[src/core/crd_defs.svh]
// Offsets, field positions, encodings and reset values of the descriptor framer
`ifndef CRD_DEFS_SVH
`define CRD_DEFS_SVH
// Register offsets (byte addresses)
`define CRD_REG_CTRL 8'h00
`define CRD_REG_STATUS 8'h04
`define CRD_REG_OBFF_RSV 8'h08
// Control bit positions and reset value
`define CRD_CTRL_RP_BIT 0
`define CRD_CTRL_ARI_BIT 1
`define CRD_CTRL_RESET 2'h0
// Descriptor field positions
`define CRD_TYPE_HI 78
`define CRD_TYPE_LO 75
`define CRD_TAG_HI 103
`define CRD_TAG_LO 96
`define CRD_FN_HI 111
`define CRD_FN_LO 104
`define CRD_BAR_HI 114
`define CRD_BAR_LO 112
`define CRD_APER_HI 120
`define CRD_APER_LO 115
`define CRD_TC_HI 123
`define CRD_TC_LO 121
`define CRD_ATTR_NS 124
`define CRD_ATTR_RO 125
`define CRD_ATTR_IDO 126
// Request type codes
`define CRD_TYPE_IO_RD 4'h2
`define CRD_TYPE_IO_WR 4'h3
`define CRD_TYPE_LAST_REQ 4'h7
`define CRD_TYPE_MSG 4'hC
`define CRD_TYPE_VDM 4'hD
`define CRD_TYPE_ATS 4'hE
// Window and message codes
`define CRD_BAR_ROM 3'h6
`define CRD_ROUTE_BY_ID 3'h2
`define CRD_OBFF_ACTIVE 4'hF
`define CRD_OBFF_MEMPATH 4'h1
`define CRD_OBFF_IDLE 4'h0
`endif

[src/core/crd_pkg.sv]
// Types shared by the descriptor framer modules
package crd_pkg;
  typedef logic [3:0] crd_req_code_t;   // Request type code
  typedef logic [127:0] crd_desc_t;     // One 16-byte descriptor
  // Complete state of the framer
  typedef struct packed {
    crd_desc_t desc;
    logic valid;
    logic root_port_mode;
    logic ari_en;
    logic [15:0] pkt_cnt;
    crd_req_code_t last_type;
    logic [7:0] obff_rsv_cnt;
    logic [31:0] rdata;
  } crd_state_t;
endpackage : crd_pkg

[src/core/crd_desc_framer.sv]
// Completer request descriptor framer: builds the 16-byte descriptor of each request
`timescale 1ns/100ps
`include "crd_defs.svh"
module crd_desc_framer (
  // Clock and reset
  input wire logic CORE_CLK_IN,
  input wire logic RST_IN,
  // Register port
  input wire logic [7:0] REG_ADDR_IN,
  input wire logic [31:0] REG_WDATA_IN,
  input wire logic REG_WR_IN,
  input wire logic REG_RD_IN,
  output logic [31:0] REG_RDATA_OUT,
  // Decoded request
  input wire logic REQ_VALID_IN,
  output logic REQ_READY_OUT,
  input wire crd_pkg::crd_req_code_t REQ_TYPE_IN,
  input wire logic [95:0] REQ_LOWER_IN,
  input wire logic [7:0] REQ_TAG_IN,
  input wire logic [2:0] REQ_TRAFFIC_CLASS_FIELD_IN,
  input wire logic [2:0] REQ_ATTR_IN,
  // Window match
  input wire logic MATCH_IS_VF_IN,
  input wire logic [1:0] MATCH_FUNC_IN,
  input wire logic [7:0] MATCH_ARI_FUNC_IN,
  input wire logic [2:0] MATCH_BAR_IN,
  input wire logic MATCH_BAR64_IN,
  input wire logic MATCH_ROM_IN,
  input wire logic [5:0] MATCH_APER_IN,
  input wire logic [5:0] MATCH_VF_APER_IN,
  // Message header
  input wire logic [7:0] MSG_CODE_IN,
  input wire logic [2:0] MSG_ROUTING_IN,
  input wire logic MSG_IS_LTR_IN,
  input wire logic MSG_IS_OBFF_IN,
  input wire logic [15:0] MSG_SNOOP_LAT_IN,
  input wire logic [15:0] MSG_NOSNOOP_LAT_IN,
  input wire logic [3:0] MSG_OBFF_CODE_IN,
  input wire logic [15:0] MSG_DEST_ID_IN,
  input wire logic [31:0] MSG_HDR_DW2_IN,
  input wire logic [31:0] MSG_HDR_DW3_IN,
  // Descriptor beat
  output crd_pkg::crd_desc_t DESC_OUT,
  output logic DESC_VALID_OUT,
  input wire logic DESC_READY_IN
);
  import crd_pkg::*;

  crd_state_t st;         // Registered state
  crd_state_t next_st;    // Next state
  logic take;             // Request accepted this cycle
  logic is_req;           // Memory, I/O or atomic request
  logic is_msg;           // Any message type
  logic ido_ok;           // IDO permitted for this type
  logic [7:0] target_fn;  // Mapped target function
  logic [2:0] matched_window_index; // Mapped window index
  logic [5:0] aperture;   // Mapped aperture
  logic [63:0] msg_low;   // Message-specific low bits
  logic obff_rsv;         // Reserved OBFF code seen

  // Window match mapping
  crd_window_map u_window_map (
    .root_port_mode_in(st.root_port_mode),
    .ari_en_in(st.ari_en),
    .match_is_vf_in(MATCH_IS_VF_IN),
    .match_func_in(MATCH_FUNC_IN),
    .match_ari_func_in(MATCH_ARI_FUNC_IN),
    .match_bar_in(MATCH_BAR_IN),
    .match_bar64_in(MATCH_BAR64_IN),
    .match_rom_in(MATCH_ROM_IN),
    .match_aper_in(MATCH_APER_IN),
    .match_vf_aper_in(MATCH_VF_APER_IN),
    .target_fn_out(target_fn),
    .matched_window_index_out(matched_window_index),
    .aperture_out(aperture)
  );

  // Message field packing
  crd_msg_pack u_msg_pack (
    .req_type_in(REQ_TYPE_IN),
    .routing_in(MSG_ROUTING_IN),
    .is_ltr_in(MSG_IS_LTR_IN),
    .is_obff_in(MSG_IS_OBFF_IN),
    .snoop_lat_in(MSG_SNOOP_LAT_IN),
    .nosnoop_lat_in(MSG_NOSNOOP_LAT_IN),
    .obff_code_in(MSG_OBFF_CODE_IN),
    .dest_id_in(MSG_DEST_ID_IN),
    .hdr_dw2_in(MSG_HDR_DW2_IN),
    .hdr_dw3_in(MSG_HDR_DW3_IN),
    .low_out(msg_low),
    .obff_rsv_out(obff_rsv)
  );

  // Single output stage; accept when empty or draining
  // One stage still moves a beat per cycle while the consumer keeps up
  assign REQ_READY_OUT = !st.valid || DESC_READY_IN;
  assign take = REQ_VALID_IN && REQ_READY_OUT;
  assign DESC_OUT = st.desc;
  assign DESC_VALID_OUT = st.valid;
  assign REG_RDATA_OUT = st.rdata;

  // Type classes decide which layout applies
  always_comb begin
    // Types up to locked read use the request layout
    is_req = (REQ_TYPE_IN <= `CRD_TYPE_LAST_REQ);
    // Three message types, each with its own low word
    is_msg = (REQ_TYPE_IN == `CRD_TYPE_MSG) || (REQ_TYPE_IN == `CRD_TYPE_VDM)
             || (REQ_TYPE_IN == `CRD_TYPE_ATS);
    // I/O is not a memory request, so no IDO there
    ido_ok = (is_req && (REQ_TYPE_IN != `CRD_TYPE_IO_RD) && (REQ_TYPE_IN != `CRD_TYPE_IO_WR)) || is_msg;
  end

  // Next state: descriptor build, counters and register port
  always_comb begin
    // Hold by default; only changed fields are named
    next_st = st;
    // Beat leaves when the consumer takes it
    if (st.valid && DESC_READY_IN) begin
      next_st.valid = 1'b0;
    end
    // New descriptor on every accepted request
    if (take) begin
      next_st.valid = 1'b1;
      // Zero first so fields undefined for the type stay clear
      next_st.desc = '0;
      // Address, count and requester ID pass through
      next_st.desc[95:0] = REQ_LOWER_IN;
      next_st.desc[`CRD_TYPE_HI:`CRD_TYPE_LO] = REQ_TYPE_IN;
      // Message layouts own the low 64 bits
      if (is_msg) begin
        next_st.desc[63:0] = msg_low;
      end
      // Tag always travels, even where the consumer may ignore it
      next_st.desc[`CRD_TAG_HI:`CRD_TAG_LO] = REQ_TAG_IN;
      // Function/code and window/routing share the same bits
      if (is_msg) begin
        next_st.desc[`CRD_FN_HI:`CRD_FN_LO] = MSG_CODE_IN;
        next_st.desc[`CRD_BAR_HI:`CRD_BAR_LO] = MSG_ROUTING_IN;
      end else if (is_req) begin
        next_st.desc[`CRD_FN_HI:`CRD_FN_LO] = target_fn;
        next_st.desc[`CRD_BAR_HI:`CRD_BAR_LO] = matched_window_index;
        next_st.desc[`CRD_APER_HI:`CRD_APER_LO] = aperture;
      end
      // Class and attributes apply to every type
      next_st.desc[`CRD_TC_HI:`CRD_TC_LO] = REQ_TRAFFIC_CLASS_FIELD_IN;
      next_st.desc[`CRD_ATTR_NS] = REQ_ATTR_IN[0];
      next_st.desc[`CRD_ATTR_RO] = REQ_ATTR_IN[1];
      // IDO masked where the type may not carry it
      next_st.desc[`CRD_ATTR_IDO] = REQ_ATTR_IN[2] && ido_ok;
      // Status bookkeeping, wraps
      next_st.pkt_cnt = st.pkt_cnt + 16'h0001;
      next_st.last_type = REQ_TYPE_IN;
      // Reserved OBFF codes are passed on and only counted
      if (is_msg && obff_rsv) begin
        next_st.obff_rsv_cnt = st.obff_rsv_cnt + 8'h01;
      end
    end
    // Control write; mode changes apply to the next request
    // A take in the same cycle still uses the old mode
    if (REG_WR_IN && (REG_ADDR_IN == `CRD_REG_CTRL)) begin
      next_st.root_port_mode = REG_WDATA_IN[`CRD_CTRL_RP_BIT];
      next_st.ari_en = REG_WDATA_IN[`CRD_CTRL_ARI_BIT];
    end
    // Read data stands for one cycle only
    next_st.rdata = 32'h0;
    // Reads see the state from before this edge
    if (REG_RD_IN) begin
      case (REG_ADDR_IN)
        `CRD_REG_CTRL: begin
          next_st.rdata = {30'h0, st.ari_en, st.root_port_mode};
        end
        `CRD_REG_STATUS: begin
          next_st.rdata = {11'h0, st.valid, st.last_type, st.pkt_cnt};
        end
        `CRD_REG_OBFF_RSV: begin
          next_st.rdata = {24'h0, st.obff_rsv_cnt};
        end
        default: begin
          // Unmapped reads return zero
          next_st.rdata = 32'h0;
        end
      endcase
    end
  end

  // State register
  always_ff @(posedge CORE_CLK_IN or posedge RST_IN) begin
    if (RST_IN) begin
      st <= '0;
      // Mode bits start from the control register's reset value
      st.root_port_mode <= 1'(`CRD_CTRL_RESET >> `CRD_CTRL_RP_BIT);
      st.ari_en <= 1'(`CRD_CTRL_RESET >> `CRD_CTRL_ARI_BIT);
    end else begin
      st <= next_st;
    end
  end

  // Checks triggered by a take look at the built beat one cycle after it
  // Tag lands in place one cycle after acceptance
  a_tag_placed: assert property (@(posedge CORE_CLK_IN) disable iff (RST_IN)
    take |=> DESC_VALID_OUT && (DESC_OUT[`CRD_TAG_HI:`CRD_TAG_LO] == $past(REQ_TAG_IN)))
    else $error("tag not placed");

  // Without ARI the upper function bits stay clear
  a_fn_narrow: assert property (@(posedge CORE_CLK_IN) disable iff (RST_IN)
    (take && is_req && !st.ari_en) |=> (DESC_OUT[`CRD_FN_HI:107] == 5'h00)
    && (DESC_OUT[106:104] == {$past(MATCH_IS_VF_IN), $past(MATCH_FUNC_IN)}))
    else $error("function field wrong");

  // Root port reports window zero
  a_rp_window_zero: assert property (@(posedge CORE_CLK_IN) disable iff (RST_IN)
    (take && is_req && st.root_port_mode) |=> (DESC_OUT[`CRD_BAR_HI:`CRD_BAR_LO] == 3'h0))
    else $error("window index not zero in root port");

  // Wide pair reports its even member
  a_pair_even: assert property (@(posedge CORE_CLK_IN) disable iff (RST_IN)
    (take && is_req && MATCH_BAR64_IN && !MATCH_ROM_IN) |=> (DESC_OUT[`CRD_BAR_LO] == 1'b0))
    else $error("wide window index odd");

  // Class and attributes carried; IDO only for memory requests and messages
  a_class_attr: assert property (@(posedge CORE_CLK_IN) disable iff (RST_IN)
    take |=> (DESC_OUT[`CRD_TC_HI:`CRD_TC_LO] == $past(REQ_TRAFFIC_CLASS_FIELD_IN))
    && (DESC_OUT[`CRD_ATTR_RO:`CRD_ATTR_NS] == $past(REQ_ATTR_IN[1:0]))
    && (DESC_OUT[`CRD_ATTR_IDO] == ($past(REQ_ATTR_IN[2]) && ($past(REQ_TYPE_IN) != `CRD_TYPE_IO_RD)
    && ($past(REQ_TYPE_IN) != `CRD_TYPE_IO_WR) && (($past(REQ_TYPE_IN) <= `CRD_TYPE_LAST_REQ)
    || (($past(REQ_TYPE_IN) >= `CRD_TYPE_MSG) && ($past(REQ_TYPE_IN) <= `CRD_TYPE_ATS))))))
    else $error("class or attributes wrong");

  // Latencies in the low word for LTR
  a_ltr_latency: assert property (@(posedge CORE_CLK_IN) disable iff (RST_IN)
    (take && (REQ_TYPE_IN == `CRD_TYPE_MSG) && MSG_IS_LTR_IN)
    |=> (DESC_OUT[31:0] == {$past(MSG_NOSNOOP_LAT_IN), $past(MSG_SNOOP_LAT_IN)}))
    else $error("latency fields wrong");

  // Code and routing for every message
  a_msg_code_route: assert property (@(posedge CORE_CLK_IN) disable iff (RST_IN)
    (take && is_msg) |=> (DESC_OUT[`CRD_FN_HI:`CRD_FN_LO] == $past(MSG_CODE_IN))
    && (DESC_OUT[`CRD_BAR_HI:`CRD_BAR_LO] == $past(MSG_ROUTING_IN)))
    else $error("message code or routing wrong");

  // ATS header dwords in order
  a_ats_header: assert property (@(posedge CORE_CLK_IN) disable iff (RST_IN)
    (take && (REQ_TYPE_IN == `CRD_TYPE_ATS))
    |=> (DESC_OUT[63:0] == {$past(MSG_HDR_DW3_IN), $past(MSG_HDR_DW2_IN)}))
    else $error("ATS header wrong");

  // Routed-by-ID vendor message carries destination
  a_vdm_dest: assert property (@(posedge CORE_CLK_IN) disable iff (RST_IN)
    (take && (REQ_TYPE_IN == `CRD_TYPE_VDM) && (MSG_ROUTING_IN == `CRD_ROUTE_BY_ID))
    |=> (DESC_OUT[15:0] == $past(MSG_DEST_ID_IN)) && (DESC_OUT[63:32] == $past(MSG_HDR_DW3_IN)))
    else $error("vendor message fields wrong");

  // Stalled beat holds steady into the next cycle
  a_beat_holds: assert property (@(posedge CORE_CLK_IN) disable iff (RST_IN)
    (DESC_VALID_OUT && !DESC_READY_IN) |=> DESC_VALID_OUT && $stable(DESC_OUT))
    else $error("descriptor changed while stalled");

  // Type field follows the request
  a_type_field: assert property (@(posedge CORE_CLK_IN) disable iff (RST_IN)
    take |=> (DESC_OUT[`CRD_TYPE_HI:`CRD_TYPE_LO] == $past(REQ_TYPE_IN)))
    else $error("type field wrong");

  // ARI hands over the full eight-bit function number
  a_fn_wide: assert property (@(posedge CORE_CLK_IN) disable iff (RST_IN)
    (take && is_req && st.ari_en) |=> (DESC_OUT[`CRD_FN_HI:`CRD_FN_LO] == $past(MATCH_ARI_FUNC_IN)))
    else $error("wide function field wrong");

  // Expansion ROM hit has its own window code
  a_rom_window: assert property (@(posedge CORE_CLK_IN) disable iff (RST_IN)
    (take && is_req && !st.root_port_mode && MATCH_ROM_IN) |=> (DESC_OUT[`CRD_BAR_HI:`CRD_BAR_LO] == 3'h6))
    else $error("ROM window code wrong");

  // Single window reports its own number
  a_plain_window: assert property (@(posedge CORE_CLK_IN) disable iff (RST_IN)
    (take && is_req && !st.root_port_mode && !MATCH_ROM_IN && !MATCH_BAR64_IN)
    |=> (DESC_OUT[`CRD_BAR_HI:`CRD_BAR_LO] == $past(MATCH_BAR_IN)))
    else $error("window index wrong");

  // Aperture of the window, per function for virtual functions
  a_aperture: assert property (@(posedge CORE_CLK_IN) disable iff (RST_IN)
    (take && is_req) |=> (DESC_OUT[`CRD_APER_HI:`CRD_APER_LO]
    == ($past(MATCH_IS_VF_IN) ? $past(MATCH_VF_APER_IN) : $past(MATCH_APER_IN))))
    else $error("aperture wrong");

  // OBFF code passed as received, reserved ones too
  a_obff_code: assert property (@(posedge CORE_CLK_IN) disable iff (RST_IN)
    (take && (REQ_TYPE_IN == `CRD_TYPE_MSG) && MSG_IS_OBFF_IN)
    |=> (DESC_OUT[35:32] == $past(MSG_OBFF_CODE_IN)))
    else $error("OBFF code wrong");

  // Messages leave the aperture bits clear
  a_msg_no_aper: assert property (@(posedge CORE_CLK_IN) disable iff (RST_IN)
    (take && is_msg) |=> (DESC_OUT[`CRD_APER_HI:`CRD_APER_LO] == 6'h00))
    else $error("message aperture not clear");

  // Types outside both layouts carry no function, window or aperture
  a_other_clear: assert property (@(posedge CORE_CLK_IN) disable iff (RST_IN)
    (take && !is_req && !is_msg) |=> (DESC_OUT[`CRD_APER_HI:`CRD_FN_LO] == 17'h00000))
    else $error("unused fields not clear");

  // Request layouts pass the lower bits through
  a_lower_pass: assert property (@(posedge CORE_CLK_IN) disable iff (RST_IN)
    (take && !is_msg) |=> (DESC_OUT[63:0] == $past(REQ_LOWER_IN[63:0])))
    else $error("lower bits changed");

  // Spare top bit of the descriptor stays clear
  a_top_clear: assert property (@(posedge CORE_CLK_IN) disable iff (RST_IN)
    DESC_VALID_OUT |-> !DESC_OUT[127])
    else $error("top bit set");

  // Taken beat leaves unless a new one follows
  a_beat_leaves: assert property (@(posedge CORE_CLK_IN) disable iff (RST_IN)
    (DESC_VALID_OUT && DESC_READY_IN && !take) |=> !DESC_VALID_OUT)
    else $error("beat not released");
endmodule : crd_desc_framer

[src/core/crd_msg_pack.sv]
// Packs the message-specific low 64 descriptor bits
`timescale 1ns/100ps
`include "crd_defs.svh"
module crd_msg_pack (
  // Message header fields
  input wire crd_pkg::crd_req_code_t req_type_in,
  input wire logic [2:0] routing_in,
  input wire logic is_ltr_in,
  input wire logic is_obff_in,
  input wire logic [15:0] snoop_lat_in,
  input wire logic [15:0] nosnoop_lat_in,
  input wire logic [3:0] obff_code_in,
  input wire logic [15:0] dest_id_in,
  input wire logic [31:0] hdr_dw2_in,
  input wire logic [31:0] hdr_dw3_in,
  // Packed result
  output logic [63:0] low_out,
  output logic obff_rsv_out
);
  import crd_pkg::*;

  // Layout depends on the request type
  always_comb begin
    low_out = 64'h0;
    obff_rsv_out = 1'b0;
    case (req_type_in)
      `CRD_TYPE_VDM: begin
        low_out[63:32] = hdr_dw3_in;
        // Destination only when routed by ID
        if (routing_in == `CRD_ROUTE_BY_ID) begin
          low_out[15:0] = dest_id_in;
        end
      end
      `CRD_TYPE_ATS: begin
        low_out = {hdr_dw3_in, hdr_dw2_in};
      end
      `CRD_TYPE_MSG: begin
        if (is_ltr_in) begin
          low_out[31:0] = {nosnoop_lat_in, snoop_lat_in};
        end
        if (is_obff_in) begin
          low_out[35:32] = obff_code_in;
          obff_rsv_out = (obff_code_in != `CRD_OBFF_ACTIVE) && (obff_code_in != `CRD_OBFF_MEMPATH)
                         && (obff_code_in != `CRD_OBFF_IDLE);
        end
      end
      default: begin
        low_out = 64'h0;
      end
    endcase
  end
endmodule : crd_msg_pack

[src/core/crd_window_map.sv]
// Maps the address-window match onto target function, window index and aperture
`timescale 1ns/100ps
`include "crd_defs.svh"
module crd_window_map (
  // Mode
  input wire logic root_port_mode_in,
  input wire logic ari_en_in,
  // Match result
  input wire logic match_is_vf_in,
  input wire logic [1:0] match_func_in,
  input wire logic [7:0] match_ari_func_in,
  input wire logic [2:0] match_bar_in,
  input wire logic match_bar64_in,
  input wire logic match_rom_in,
  input wire logic [5:0] match_aper_in,
  input wire logic [5:0] match_vf_aper_in,
  // Mapped fields
  output logic [7:0] target_fn_out,
  output logic [2:0] matched_window_index_out,
  output logic [5:0] aperture_out
);
  import crd_pkg::*;

  // Pure mapping, no state
  always_comb begin
    // Full eight bits only with alternative routing-ID, else codes 0..7
    if (ari_en_in) begin
      target_fn_out = match_ari_func_in;
    end else begin
      target_fn_out = {5'h00, match_is_vf_in, match_func_in};
    end
    // Root port always reports window zero
    if (root_port_mode_in) begin
      matched_window_index_out = 3'h0;
    end else if (match_rom_in) begin
      matched_window_index_out = `CRD_BAR_ROM;
    end else if (match_bar64_in) begin
      matched_window_index_out = {match_bar_in[2:1], 1'b0};
    end else begin
      matched_window_index_out = match_bar_in;
    end
    // Per-function size for virtual functions, not the whole window
    aperture_out = match_is_vf_in ? match_vf_aper_in : match_aper_in;
  end
endmodule : crd_window_map

[config.mk]
export PLATFORM = sky130hd
export DESIGN_NAME = crd_desc_framer
export DESIGN_NICKNAME = d
export VERILOG_FILES = /design/src/core/crd_pkg.sv /design/src/core/crd_desc_framer.sv /design/src/core/crd_msg_pack.sv /design/src/core/crd_window_map.sv
export VERILOG_INCLUDE_DIRS = /design/src /design/src/core
export SDC_FILE = /design/constraint.sdc
export NUM_CORES = 1
export LEC_CHECK = 0
export CORE_AREA = 2 2 188 190
export CTS_BUF_LIST = sky130_fd_sc_hd__clkbuf_16
export CTS_CLUSTER_DIAMETER = 150
export DETAILED_ROUTE_END_ITERATION = 8
export DIE_AREA = 0 0 190 192
export DONT_BUFFER_PORTS = 1
export GPL_TIMING_DRIVEN = 0
export PLACE_DENSITY = 0.44
export SLEW_MARGIN = 10
export SYNTH_ARGS = -nofsm -noshare
export SYNTH_HDL_FRONTEND = slang
export SYNTH_HIERARCHICAL = 1
export SYNTH_SLANG_ARGS = --single-unit
[constraint.sdc]
create_clock -name CORE_CLK_IN -period 11.1 [get_ports CORE_CLK_IN]
set_input_delay 0.555 -clock CORE_CLK_IN [delete_from_list [all_inputs] [get_ports CORE_CLK_IN]]
set_output_delay 0.555 -clock CORE_CLK_IN [all_outputs]
set_load 0.005 [all_outputs]
==> flow_summary.toml <==
[pwr]
pwr_density_cell_nw_per_um2 = 158.6
power_leakage_nw = 4.955
irDropWorstVdd_v = 0.0001065

[global_route]
grt_usage_pct = 17.54
grt_first_pass_wirelength_mm = 46.40
grt-busiest-layer = "met2"
grt_overflow_total = 0
met3_usage_pct = 5.938
met2_usage_pct = 30.43
grt_max_degree = 108
use_met1_pct = 19.11
antenna_found_initial = 11
grt_pass1_vias = 7273

[floorplan]
io_pins = 479
die_area_sq_um = 36480
rows = 68
fp.coreArea_sq_um = 34290
fp.dieW_um = 190
die_y_um = 192
initial_core_util_pct = 27.56

[timing]
hold_viol = 0
fin_crit_sh_pct = 22.32
tns_ns = 0
rsz0062_at_grt = "false"
max-slew-margin-rel_pct = 40.64
min_period_ns = 2.477
fin_skew_ns = 0.01272
timing.fmax_mhz = 403.7
finalSetupViolCount = 0
worst_pin_slew_ns = 0.8779
maxSlewViolCount = 0

[clock_tree]
cts_tree = "built"
insertion_delay_ns = 0.45
htree_num_levels = 4
clkTransAtPathRegs_ns = 0.07
cts_sinks = 175
cts_buffers = 17
clock_path_buffers = 2
post_cts_buffers = 0
cts_root_buf = "clkbuf_16"

[placed_design]
gp_congestion = 0.8513
dp.cells = 1540
post-dp-hpwl_mm = 25.39
portBuffers = 0

[detailed_routing]
dr_total_vias = 7256
ant_nets = 0
drt-initial-drc-count = 313
firstDrtPassIters = 5
wire_per_inst_um = 20.56
vias_per_cell = 4.590
post-route-drc-count = 0
wirelength_mm = 32.51

[setup_path]
cp_data_required_time_ns = 11.39
critPathKind = "reg -> reg"
crit_fanout = 10
crit_path_end_kind = "register"
cp.arrival_ns = 2.77
cp-start-kind = "register"

[synthesis]
syn_avg_cell_area_sq_um = 8.807
synth_top_area_cell = "dfrtp_1"
yosys.area.top_type_share_pct = 46.34
yosys_warnings = 6
synth_edf_count = 0
synthCells = 1073
synth-seq-cells = 175
synth_cell_type_count = 47
post-synth-top-count-cell = "nand2_1"
seq_area_frac_synth_pct = 46.34
async_flop_share_pct = 100.0
synthFlopType = "dfrtp_1"
synthTopCellsByArea = "dfrtp_1 46%, buf_4 13%, nand2_1 11%"
synth_common_cells = "284 x nand2_1, 175 x dfrtp_1, 163 x buf_4, 107 x nor2_1, 64 x a31oi_1"
syn_area_sq_um = 9450

[layout]
final_layout_size_suffix_gt1_share_pct = 20.93
fillers = 3685
final_cells = 1581
syn2layout_area_growth_pct = 13.24
nets = 1424

[min_path]
hp-class = "in -> reg"

[status]
status = "completed"

[flow_run]
maxCapViolCount = 0
-- layout make-up --
cell class | instances | area (sq um) | area share [%]
Sequential cell | 175 | 4379 | 40.92
Multi-Input combinational cell | 681 | 3618 | 33.81
Buffer | 221 | 1468 | 13.71
Tap cell | 455 | 569.3 | 5.320
Clock buffer | 17 | 425.4 | 3.975
Clock inverter | 15 | 150.1 | 1.403
Timing Repair Buffer | 2 | 37.54 | 0.3508
Inverter | 7 | 33.78 | 0.3157
Antenna cell | 8 | 20.02 | 0.1871
-- final timing paths --
path,cells after the start,slack [ns],end,startpoint
min,2,0.21,DESC_OUT[94]$_DFFE_PP0P_,REQ_LOWER_IN[94]
max reg2reg,5,8.62,DESC_OUT[23]$_DFFE_PP0P_,DESC_VALID_OUT$_DFFE_PP0P_
min reg2reg,1,0.47,st[59]$_DFFE_PP0P_,st[59]$_DFFE_PP0P_
max in group asynchronous,3,9.54,DESC_OUT[107]$_DFFE_PP0P_,RST_IN
min in group asynchronous,2,0.64,DESC_OUT[82]$_DFFE_PP0P_,RST_IN
max,5,8.62,DESC_OUT[23]$_DFFE_PP0P_,DESC_VALID_OUT$_DFFE_PP0P_
-- state kept, by name, summed over array words and instances, names as in the netlist --
name and flops:
DESC_VALID_OUT 1, DESC_OUT 124, st 29, REG_RDATA_OUT 21
-- cells in the final DEF (no fill, tap or decap), types with 2 or more instances in the layout --
| cell | n |
|---|---|
| nand2_1 | 284 |
| dfrtp_1 | 175 |
| buf_4 | 163 |
| nor2_1 | 107 |
| a31oi_1 | 64 |
| and2_1 | 62 |
| clkbuf_1 | 36 |
| a22o_1 | 20 |
| clkbuf_16 | 17 |
| xnor2_1 | 15 |
| nand4_1 | 14 |
| conb_1 | 12 |
| buf_1 | 11 |
| a221oi_1 | 11 |
| o21ai_0 | 9 |
| a221o_2 | 9 |
| diode_2 | 8 |
| buf_2 | 8 |
| nand3_1 | 8 |
| xor2_1 | 8 |
| a221o_1 | 7 |
| a22oi_1 | 6 |
| mux2_2 | 6 |
| mux2_4 | 6 |
| inv_1 | 5 |
| inv_6 | 5 |
| inv_8 | 4 |
| and3_1 | 4 |
| nor2b_1 | 3 |
| clkinv_4 | 3 |
| nor4_1 | 2 |
| clkinv_1 | 2 |
| mux2i_1 | 2 |
| a21oi_1 | 2 |
| nor3_1 | 2 |
| ha_1 | 2 |
| buf_6 | 2 |
| and2_0 | 2 |
| o21ba_2 | 2 |
-- worst max-delay path: stages, from the launching register on --
cell and delay (ns):
dfrtp_1 0.42, nor2b_1 0.18, nor2_1 0.20, clkbuf_1 0.71, clkbuf_1 0.64, a31oi_1 0.16
-- routing by layer --
metal,vias to the layer above,part of all wire [%]
met5,-,0.083
met4,4,3.4
met3,49,8.1
met2,308,50
met1,3437,38
li1,3458,-
-- power by group --
part | switching, mW | total, mW | internal, mW
clock network | 0.297 | 0.614 | 0.317
registers | 0.0578 | 0.775 | 0.717
logic | 0.160 | 0.308 | 0.149
-- through the flow --
step                      area (sq um)  util (%)  power [mW]  setup slack (ns)  hold slack, ns
after floorplan                   9492         -       1.014             5.800          0.4336
after global placement           10060     29.34       1.099             3.201          0.4532
after detailed placement         10100     29.44       1.102             8.250          0.4629
after CTS                        10680     31.15       1.726             8.491          0.1745
after global routing             10700     31.20       1.793             8.356          0.1829
final                            10700     31.21       1.697             8.623          0.2101
-- timing repair --
action | in CTS | in global routing
hold endpoints to repair | 1 | 0
endpoints found under the setup margin | 0 | 0
gates resized for setup | 0 | 0
hold buffers | 1 | 0
-- cell families (layout without fill, tap and decap cells) --
logic type | Yosys count | after routing | share of synthesized area [%]
other | 1 | 20 | 0.03968
AND/OR/NAND/NOR | 497 | 497 | 23.06
buffers and inverters | 228 | 262 | 15.81
AO/OA/AOI/OAI | 133 | 133 | 10.47
XOR/XNOR | 23 | 23 | 2.132
multiplexers | 14 | 14 | 1.880
flip-flops | 175 | 175 | 46.34
adder cells (fa/ha/maj) | 2 | 2 | 0.2648
No activity file was read; power rests on OpenSTA's default activity.
